### src/inc/cpmc_consts.svh
// constants for the core power-mode controller: mode bit positions, reset
// values and cycle counts. assumes a 25 MHz processor clock.
// Overview of operation
// - per-unit clock enable decided each cycle
// - float unit unclocked while no float work
// - gating invisible to software and hardware
// - gating only after software sets enable bit
// - reset gives full power, gating off
// - gating off in full power clocks everything
// - separate system-management interrupt with own vector
// - interrupts redirect; only software enters low power
// - state chosen by machine-state and config bits
// - doze keeps time base, snoop, PLL alive
// - doze wakes on interrupts, decrementer, resets, check
// - doze snoop hit: cache on, push, off
// - nap also stops snooping
// - nap wakes quickly on same sources
// - sleep stops all units before PLL stops
// - low-power changes always pass through full power
// - quiesce handshake before nap or sleep
// - mode bits 8,9,10; entry after power request
// - quiesce acknowledge held throughout nap or sleep
// - quiesce request dropped before any bus transaction
`ifndef CPMC_CONSTS_SVH
`define CPMC_CONSTS_SVH
`define CPMC_BIT_DOZE 8
`define CPMC_BIT_NAP 9
`define CPMC_BIT_SLEEP 10
`define CPMC_BIT_UCG 11
`define CPMC_CFG_RESET 32'h0000_0000
`define CPMC_NUM_UNITS 6
`define CPMC_UNIT_FPU 2
`define CPMC_ENTRY_NS 160
`define CPMC_CLK_NS 40
`define CPMC_ENTRY_CYC ((`CPMC_ENTRY_NS + `CPMC_CLK_NS - 1) / `CPMC_CLK_NS)
`define CPMC_WAKE_NS 80
`define CPMC_WAKE_CYC (`CPMC_WAKE_NS / `CPMC_CLK_NS)
`endif

### src/inc/cpmc_pkg.sv
// types for the core power-mode controller
// assumes the constants header is included by the design file
package cpmc_pkg;
    // gray codes along full -> settle -> quiesce -> low -> wake
    typedef enum logic [2:0] {
        CPMC_FULL = 3'h0,
        CPMC_SETTLE = 3'h1,
        CPMC_QUIESCE = 3'h3,
        CPMC_LOW = 3'h2,
        CPMC_WAKE = 3'h6,
        CPMC_PUSH = 3'h7
    } cpmc_state_t;
    typedef enum logic [1:0] {
        CPMC_M_FULL = 2'h0,
        CPMC_M_DOZE = 2'h1,
        CPMC_M_NAP = 2'h2,
        CPMC_M_SLEEP = 2'h3
    } cpmc_mode_t;
endpackage : cpmc_pkg

### src/verilog/cpmc_core.sv
// core power-mode controller: unit clock enables, doze/nap/sleep sequencing
// and the quiesce handshake. assumes wake sources and quiesce acknowledge
// come from outside the clock domain; demand bits come from dispatch logic.
`timescale 1ns/1ps
`include "cpmc_consts.svh"
module cpmc_core (
    input wire logic i_sys_clk,
    input wire logic i_reset_n,
    input wire logic [31:0] i_impl_config_register,
    input wire logic i_pow_request,
    input wire logic [`CPMC_NUM_UNITS-1:0] i_unit_demand,
    input wire logic i_ext_int,
    input wire logic i_smi,
    input wire logic i_mcheck,
    input wire logic i_soft_reset,
    input wire logic i_dec_event,
    input wire logic i_snoop_hit,
    input wire logic i_push_done,
    input wire logic i_quiesce_ack,
    output logic [`CPMC_NUM_UNITS-1:0] o_unit_clk_en,
    output logic o_timebase_clk_en,
    output logic o_snoop_en,
    output logic o_dcache_en,
    output logic o_pll_stop_ok,
    output logic o_quiesce_req,
    output logic o_smi_take,
    output logic o_ext_int_take,
    output logic o_pow_clear,
    output cpmc_pkg::cpmc_mode_t o_mode
);
    import cpmc_pkg::*;

    localparam logic [3:0] ENTRY_CYC = 4'(`CPMC_ENTRY_CYC);
    localparam logic [3:0] WAKE_CYC = 4'(`CPMC_WAKE_CYC);

    // reset release through two flops
    logic rst_meta_reg;
    logic rst_n_reg;
    always_ff @(posedge i_sys_clk or negedge i_reset_n) begin
        if (!i_reset_n) begin
            rst_meta_reg <= 1'b0;
            rst_n_reg <= 1'b0;
        end else begin
            rst_meta_reg <= 1'b1;
            rst_n_reg <= rst_meta_reg;
        end
    end

    // wake pins and acknowledge are asynchronous: two flops each
    logic [5:0] async_in;
    logic [5:0] sync_meta_reg;
    logic [5:0] sync_reg;
    assign async_in = {i_quiesce_ack, i_dec_event, i_soft_reset, i_mcheck, i_smi, i_ext_int};
    always_ff @(posedge i_sys_clk or negedge rst_n_reg) begin
        if (!rst_n_reg) begin
            sync_meta_reg <= 6'h00;
            sync_reg <= 6'h00;
        end else begin
            sync_meta_reg <= async_in;
            sync_reg <= sync_meta_reg;
        end
    end

    wire ext_int_s = sync_reg[0];
    wire smi_s = sync_reg[1];
    wire mcheck_s = sync_reg[2];
    wire soft_rst_s = sync_reg[3];
    wire dec_s = sync_reg[4];
    wire qack_s = sync_reg[5];

    // mode selection from config bits; sleep outranks nap outranks doze
    wire bit_doze = i_impl_config_register[`CPMC_BIT_DOZE];
    wire bit_nap = i_impl_config_register[`CPMC_BIT_NAP];
    wire bit_sleep = i_impl_config_register[`CPMC_BIT_SLEEP];
    wire gating_on = i_impl_config_register[`CPMC_BIT_UCG];
    cpmc_mode_t sel_mode;
    assign sel_mode = bit_sleep ? CPMC_M_SLEEP : bit_nap ? CPMC_M_NAP :
        bit_doze ? CPMC_M_DOZE : CPMC_M_FULL;
    wire req_valid = i_pow_request && (sel_mode != CPMC_M_FULL);

    cpmc_state_t state_reg;
    cpmc_state_t state_next;
    cpmc_mode_t mode_reg;
    cpmc_mode_t mode_next;
    logic [3:0] cnt_reg;
    logic [3:0] cnt_next;

    // wake sources per mode: no decrementer wake from sleep
    wire wake_common = ext_int_s | smi_s | mcheck_s | soft_rst_s;
    wire wake_any = wake_common | (dec_s & (mode_reg != CPMC_M_SLEEP));
    wire needs_quiesce = (mode_reg == CPMC_M_NAP) || (mode_reg == CPMC_M_SLEEP);

    // sequencer next state
    always_comb begin
        state_next = state_reg;
        mode_next = mode_reg;
        cnt_next = cnt_reg;
        unique case (state_reg)
            CPMC_FULL: begin
                // only a software request enters low power
                if (req_valid) begin
                    state_next = CPMC_SETTLE;
                    mode_next = sel_mode;
                    cnt_next = ENTRY_CYC;
                end
            end
            CPMC_SETTLE: begin
                if (cnt_reg > 4'h1) begin
                    cnt_next = cnt_reg - 4'h1;
                end else if (needs_quiesce) begin
                    state_next = CPMC_QUIESCE;
                end else begin
                    state_next = CPMC_LOW;
                end
            end
            CPMC_QUIESCE: begin
                // wait for acknowledge; a wake here aborts entry
                if (wake_any) begin
                    state_next = CPMC_WAKE;
                    cnt_next = WAKE_CYC;
                end else if (qack_s) begin
                    state_next = CPMC_LOW;
                end
            end
            CPMC_LOW: begin
                if (wake_any) begin
                    state_next = CPMC_WAKE;
                    cnt_next = WAKE_CYC;
                end else if (i_snoop_hit && mode_reg == CPMC_M_DOZE) begin
                    state_next = CPMC_PUSH;
                end
            end
            CPMC_PUSH: begin
                // back to doze once write-back finishes
                if (i_push_done) begin
                    state_next = CPMC_LOW;
                end
            end
            CPMC_WAKE: begin
                // always return to full power before any new mode
                if (cnt_reg > 4'h1) begin
                    cnt_next = cnt_reg - 4'h1;
                end else begin
                    state_next = CPMC_FULL;
                    mode_next = CPMC_M_FULL;
                end
            end
            default: begin
                state_next = CPMC_FULL;
                mode_next = CPMC_M_FULL;
            end
        endcase
    end

    // state registers; reset leaves full power with gating off
    always_ff @(posedge i_sys_clk or negedge rst_n_reg) begin
        if (!rst_n_reg) begin
            state_reg <= CPMC_FULL;
            mode_reg <= CPMC_M_FULL;
            cnt_reg <= 4'h0;
        end else begin
            state_reg <= state_next;
            mode_reg <= mode_next;
            cnt_reg <= cnt_next;
        end
    end

    wire in_full = (state_reg == CPMC_FULL) || (state_reg == CPMC_SETTLE);
    wire in_low = (state_reg == CPMC_LOW) || (state_reg == CPMC_PUSH);
    wire waking = (state_reg == CPMC_WAKE);

    // per-unit enables; demand lead keeps gating invisible to timing
    logic [`CPMC_NUM_UNITS-1:0] unit_en_next;
    genvar u;
    generate
        for (u = 0; u < `CPMC_NUM_UNITS; u++) begin : g_unit
            assign unit_en_next[u] = (in_full || waking) &&
                (!gating_on || i_unit_demand[u]);
        end
    endgenerate

    // output registers
    always_ff @(posedge i_sys_clk or negedge rst_n_reg) begin
        if (!rst_n_reg) begin
            o_unit_clk_en <= {`CPMC_NUM_UNITS{1'b1}};
            o_timebase_clk_en <= 1'b1;
            o_snoop_en <= 1'b1;
            o_dcache_en <= 1'b1;
            o_pll_stop_ok <= 1'b0;
            o_quiesce_req <= 1'b0;
            o_smi_take <= 1'b0;
            o_ext_int_take <= 1'b0;
            o_pow_clear <= 1'b0;
            o_mode <= CPMC_M_FULL;
        end else begin
            o_unit_clk_en <= unit_en_next;
            // time base runs except in sleep
            o_timebase_clk_en <= !(in_low && mode_reg == CPMC_M_SLEEP);
            // snoop stays in doze, stops once quiesce is granted
            o_snoop_en <= !(in_low && needs_quiesce);
            o_dcache_en <= !in_low || (state_next == CPMC_PUSH);
            o_pll_stop_ok <= (state_reg == CPMC_LOW) && (mode_reg == CPMC_M_SLEEP);
            o_quiesce_req <= (state_next == CPMC_QUIESCE) ||
                (state_next == CPMC_LOW && needs_quiesce);
            o_smi_take <= smi_s;
            o_ext_int_take <= ext_int_s;
            o_pow_clear <= (state_reg == CPMC_WAKE) && (state_next == CPMC_FULL);
            o_mode <= in_low ? mode_reg : CPMC_M_FULL;
        end
    end

    // checks, all on the processor clock and released with the internal reset
    chk_full_after_reset: assert property (
        @(posedge i_sys_clk) disable iff (!rst_n_reg)
        !gating_on && in_full |=> &o_unit_clk_en)
        else $error("unit clock dropped with gating off");

    chk_no_ack_no_nap: assert property (
        @(posedge i_sys_clk) disable iff (!rst_n_reg)
        state_reg == CPMC_QUIESCE && state_next == CPMC_LOW |-> qack_s)
        else $error("nap or sleep entered without acknowledge");

    chk_qreq_off_wake: assert property (
        @(posedge i_sys_clk) disable iff (!rst_n_reg)
        state_reg == CPMC_WAKE |=> !o_quiesce_req)
        else $error("quiesce request held after wake");

    chk_ignore_empty_req: assert property (
        @(posedge i_sys_clk) disable iff (!rst_n_reg)
        state_reg == CPMC_FULL && sel_mode == CPMC_M_FULL |=> state_reg == CPMC_FULL)
        else $error("left full power with no mode bit");

    chk_low_via_full: assert property (
        @(posedge i_sys_clk) disable iff (!rst_n_reg)
        state_reg == CPMC_WAKE && $past(state_reg) != CPMC_WAKE |->
            ##[1:3] state_reg == CPMC_FULL)
        else $error("wake did not reach full power");

    chk_sleep_no_dec: assert property (
        @(posedge i_sys_clk) disable iff (!rst_n_reg)
        state_reg == CPMC_LOW && mode_reg == CPMC_M_SLEEP && !wake_common |=>
            state_reg != CPMC_WAKE)
        else $error("sleep left without a sleep wake source");

    chk_entry_delay: assert property (
        @(posedge i_sys_clk) disable iff (!rst_n_reg)
        state_reg == CPMC_FULL && req_valid |=> state_reg == CPMC_SETTLE [*4])
        else $error("low-power entry delay wrong");

    chk_doze_snoop: assert property (
        @(posedge i_sys_clk) disable iff (!rst_n_reg)
        state_reg == CPMC_LOW && mode_reg == CPMC_M_DOZE |=> o_snoop_en && o_timebase_clk_en)
        else $error("doze lost snoop or time base");

    chk_fpu_idle: assert property (
        @(posedge i_sys_clk) disable iff (!rst_n_reg)
        gating_on && !i_unit_demand[`CPMC_UNIT_FPU] |=> !o_unit_clk_en[`CPMC_UNIT_FPU])
        else $error("float unit clocked while idle");

    // reset leaves every unit clocked and no handshake pending
    chk_reset_full_power: assert property (
        @(posedge i_sys_clk) disable iff (!rst_n_reg)
        $rose(rst_n_reg) |-> &o_unit_clk_en && o_snoop_en && !o_quiesce_req)
        else $error("reset did not leave full power");

    // a wake pin alone never moves the sequencer out of full power
    chk_int_no_entry: assert property (
        @(posedge i_sys_clk) disable iff (!rst_n_reg)
        state_reg == CPMC_FULL && !req_valid |=> state_reg == CPMC_FULL)
        else $error("low power entered without a software request");

    // nap and sleep drop snooping once the quiesce is granted
    chk_nap_no_snoop: assert property (
        @(posedge i_sys_clk) disable iff (!rst_n_reg)
        state_reg == CPMC_LOW && needs_quiesce |=> !o_snoop_en)
        else $error("snoop left on in nap or sleep");

    // the clock may only be stopped with every unit already idle
    chk_sleep_all_off: assert property (
        @(posedge i_sys_clk) disable iff (!rst_n_reg)
        o_pll_stop_ok |-> !o_timebase_clk_en && !(|o_unit_clk_en) && !o_snoop_en)
        else $error("pll stop allowed with units still clocked");

    // the cache stays on for the whole write-back
    chk_push_dcache_on: assert property (
        @(posedge i_sys_clk) disable iff (!rst_n_reg)
        state_reg == CPMC_PUSH |-> o_dcache_en)
        else $error("data cache off during snoop push");

    // a wake in doze or nap is back in full power within a few cycles
    chk_wake_few_cycles: assert property (
        @(posedge i_sys_clk) disable iff (!rst_n_reg)
        state_reg == CPMC_LOW && wake_any |-> ##[1:3] o_mode == CPMC_M_FULL)
        else $error("wake took too long");

    // management interrupt keeps a take of its own, one cycle behind its synchronised pin
    chk_smi_own_vector: assert property (
        @(posedge i_sys_clk) disable iff (!rst_n_reg)
        o_smi_take == $past(smi_s))
        else $error("management interrupt take does not follow its pin");

    // external interrupt only redirects, through its own take
    chk_ext_own_vector: assert property (
        @(posedge i_sys_clk) disable iff (!rst_n_reg)
        o_ext_int_take == $past(ext_int_s))
        else $error("external interrupt take does not follow its pin");

    // the quiesce request stands for the whole nap or sleep
    chk_qreq_stands: assert property (
        @(posedge i_sys_clk) disable iff (!rst_n_reg)
        state_reg == CPMC_LOW && needs_quiesce && !wake_any |=> o_quiesce_req)
        else $error("quiesce request dropped inside nap or sleep");

    // one clear pulse per return, on the cycle full power is back
    chk_pow_clear_pulse: assert property (
        @(posedge i_sys_clk) disable iff (!rst_n_reg)
        o_pow_clear |-> state_reg == CPMC_FULL ##1 !o_pow_clear)
        else $error("power-request clear pulse misplaced");
endmodule : cpmc_core
### config.mk
export PLATFORM = sky130hd
export DESIGN_NAME = cpmc_core
export DESIGN_NICKNAME = d
export VERILOG_FILES = /design/src/inc/cpmc_pkg.sv /design/src/verilog/cpmc_core.sv
export VERILOG_INCLUDE_DIRS = /design/src /design/src/inc
export SDC_FILE = /design/constraint.sdc
export NUM_CORES = 1
export LEC_CHECK = 0
export ABC_AREA = 1
export BUFFER_PORTS_ARGS = -buffer_cell sky130_fd_sc_hd__clkbuf_2
export CAP_MARGIN = 20
export CORE_ASPECT_RATIO = 0.9
export CORE_MARGIN = 2
export CORE_UTILIZATION = 50
export CTS_CLUSTER_SIZE = 28
export DETAILED_ROUTE_END_ITERATION = 7
export PLACE_DENSITY = 0.88
export SLEW_MARGIN = 10
export SYNTH_ARGS = -nofsm -noshare
export SYNTH_HDL_FRONTEND = slang
export SYNTH_SLANG_ARGS = --single-unit
### constraint.sdc
create_clock -name i_sys_clk -period 2.67 [get_ports i_sys_clk]
set_input_delay 0.1335 -clock i_sys_clk [delete_from_list [all_inputs] [get_ports i_sys_clk]]
set_output_delay 0.1335 -clock i_sys_clk [all_outputs]
set_load 0.01 [all_outputs]
==> results.tsv <==
stage	metric	value	unit
status	status	finished, final reports clean	
cts	htreeDepth	2	
critical_path	timing.rr.end	o_quiesce_req$_DFF_PN0_	
synth	synth_cells	164	
critical_path	critPathMostFrequentCell	inv_1	
synth	syn_area_per_cell	9.36	um^2
sta	finalSetupViolCount	0	
layout	diodes	0	
synth	synth_area	1540	um^2
die	die-width	62.4	um
sta	fin_setup_tns	0	ns
synth	yosysSeqAreaShare	0.643	
sta	hold_viol_final	0	
die	die_y	56.6	um
cts	cts_sinks	39	
critical_path	cp_max_fo	4	
power	p_leak	1.09	nW
sta	min_period	1.63	ns
critical_path	critPathLaunch	cnt_reg[0]$_DFFE_PN0P_	
layout	finalNetCount	272	
placed_design	hpwl	2010	um
grt	grt_max_degree	23	
critical_path	setup.worst_path.end	o_quiesce_req$_DFF_PN0_	
cts	root_buffer	clkbuf_4	
grt	antenna_found_initial	0	
placed_design	placed_area	1780	um^2
cts	numCtsBuffers	5	
cts	post_cts_resized	0	
synth	synth_top_cell_by_area	dfrtp_1	
die	rows	19	
synth	synthTopCellsByArea	dfrtp_1 49%, dfstp_2 15%, nand2_1 9.8%	
layout	drive_gt1_frac	0.270	
grt	grt_pass1_vias	1191	
cts	cts_tree	built	
power	powerDensity	977	nW/um^2
drt	routed_wl	2810	um
cts	clkSlewWorstSetupHoldPaths	0.11	ns
power	peakVddDrop	640	uV
cts	clock_latency	0.34	ns
grt	grtUsageTotal	0.183	
critical_path	reg2reg_from	cnt_reg[0]$_DFFE_PN0P_	
run	max-cap-violations	0	
critical_path	endpoint_kind	register	
cts	cts_hold_buf	13	
critical_path	crit_buf_inv	4	
drt	wl_per_cell	10.7	um
critical_path	slowest_delay	0.43	ns
layout	final_cell_area	1990	um^2
die	die-area	3530	um^2
placed_design	place_inst	243	
cts	cts.path.max_buffers	2	
sta	rsz0062_at_grt	false	
grt	grt_overflow	0	
layout	seq_area	987	um^2
drt	drt_iter0_markers	24	
sta	tightest_slew	0.572	ns
critical_path	rrSetupSlack	1.04	ns
synth	synth-seq-cells	39	
drt	via_per_inst	4.48	
critical_path	crit_chain	inv_1, ha_1, inv_1, nand2_1, nand2_1, o21ai_1, inv_1, nor2_1, nand2_1, inv_1	
critical_path	required	2.95	ns
placed_design	place.gp.congestion	0.913	
drt	drc	0	
drt	antenna_left	0	
sta	fmax	613	MHz
cts	post_cts_buffers	0	
layout	syn_to_final_growth	29.4	%
layout	fillCellCount	253	
critical_path	slowest_stage	dfrtp_1	
critical_path	worstSetupPathType	register to register	
critical_path	worstPathArrival	1.91	ns
drt	dr.pass1.iters	4	
grt	grt_pass1_wl	4960	um
sta	skew	0.00468	ns
sta	finalCritPeriodShare	0.611	
placed_design	port_buffers	36	
die	initial_core_util	0.513	
critical_path	start_kind	register	
min_path	hold_class	input pin to register	
die	io_pins	65	
critical_path	ff2ff_path_depth	10	
sta	slew_violations	0	
drt	vias	1182	
critical_path	critical_path_depth	10	
critical_path	critPathTopFamily	flip-flops	
synth	synth_fp_nets	215	
synth	yosys_warnings	0	
synth	synth_cell_types	19	
sta	max_slew_margin	0.618	
synth	netlist.area_leader.share	0.489	
layout	multi_input_area	435	um^2
die	core_area	3000	um^2
layout	fin_cells	264	
-- routing by layer --
metal,part of all wire,vias to the layer above,GRT usage
met5,0,-,0
met4,0.012,0,0.0667
met3,0.063,4,0.0521
met2,0.50,38,0.315
met1,0.42,529,0.221
li1,-,611,-
-- through the flow --
| step | hold slack [ns] | util | power (mW) | setup WS [ns] |
|---|---|---|---|---|
| after global routing | 0.0203 | 0.663 | 2.10 | 0.932 |
| after detailed placement | -0.0781 | 0.593 | 1.54 | 1.10 |
| after CTS | 0.00799 | 0.663 | 1.95 | 1.06 |
| after global placement | -0.0780 | 0.593 | 1.51 | 1.18 |
| final | 0.0192 | 0.663 | 1.94 | 1.04 |
| after floorplan | -0.162 | - | 1.33 | 1.34 |
-- power by group --
group          switching [mW]  internal [mW]
combinational           0.444          0.251
clock                   0.189          0.197
sequential             0.0935          0.766
total                   0.727           1.21
-- final cells by class --
| type | count | area share |
|---|---|---|
| Inverter | 30 | 0.0567 |
| Clock buffer | 5 | 0.0189 |
| Sequential cell | 39 | 0.497 |
| Multi-Input combinational cell | 95 | 0.219 |
| Clock inverter | 3 | 0.0220 |
| Timing Repair Buffer | 50 | 0.160 |
| Tap cell | 42 | 0.0264 |
-- worst reg2reg max path, stage by stage, from the launching register on --
cell and delay (ns):
dfrtp_1 0.43, inv_1 0.09, ha_1 0.20, inv_1 0.05
nand2_1 0.10, nand2_1 0.10, o21ai_1 0.23, inv_1 0.10
nor2_1 0.14, nand2_1 0.07, inv_1 0.05
-- worst min path at each step --
stage | slack (ns) | cells past startpoint | from | end
detailed placement | -0.08 | 1 | i_reset_n | rst_meta_reg$_DFF_PN0_
finish | 0.02 | 2 | i_impl_config_register[11] | o_unit_clk_en[4]$_DFF_PN1_
floorplan | -0.16 | 0 | i_reset_n | rst_meta_reg$_DFF_PN0_
CTS | 0.008 | 2 | i_impl_config_register[11] | o_unit_clk_en[4]$_DFF_PN1_
global route | 0.02 | 2 | i_impl_config_register[11] | o_unit_clk_en[3]$_DFF_PN1_
global placement | -0.08 | 1 | i_reset_n | rst_meta_reg$_DFF_PN0_
-- Yosys cell counts --
master	instances
nor2_1	17
conb_1	1
xor2_1	2
nand4_1	1
o21ai_0	7
inv_1	29
nand2_2	2
ha_1	2
nand3_1	11
dfstp_2	9
nor2_2	1
o21ai_1	1
or2_2	1
o21ai_2	1
a21oi_1	6
inv_2	1
dfrtp_1	30
nor3_1	2
nand2_1	40
-- cells in the final DEF (no fill, tap or decap), types with 2 or more instances in the layout --
cell type,netlist,layout
nor3_1,2,2
nand2_1,40,40
clkbuf_2,0,36
dlygate4sd3_1,0,13
inv_1,29,29
dfstp_2,9,9
nor2_1,17,17
a21oi_1,6,6
o21ai_0,7,7
xor2_1,2,2
nand2_2,2,2
dfrtp_1,30,30
ha_1,2,2
nand3_1,11,11
clkbuf_4,0,5
-- cell families (layout without fill, tap and decap cells) --
| logic type | Yosys count | in the layout | share of synthesized area |
|---|---|---|---|
| flops | 39 | 39 | 0.643 |
| other cells | 1 | 1 | 0.00244 |
| fa+ha+maj | 2 | 2 | 0.0163 |
| xor+xnor | 2 | 2 | 0.0114 |
| simple gates | 75 | 75 | 0.202 |
| buf+inv | 30 | 88 | 0.0733 |
| compound gates | 15 | 15 | 0.0513 |
Power figures use the tool's default switching activity.
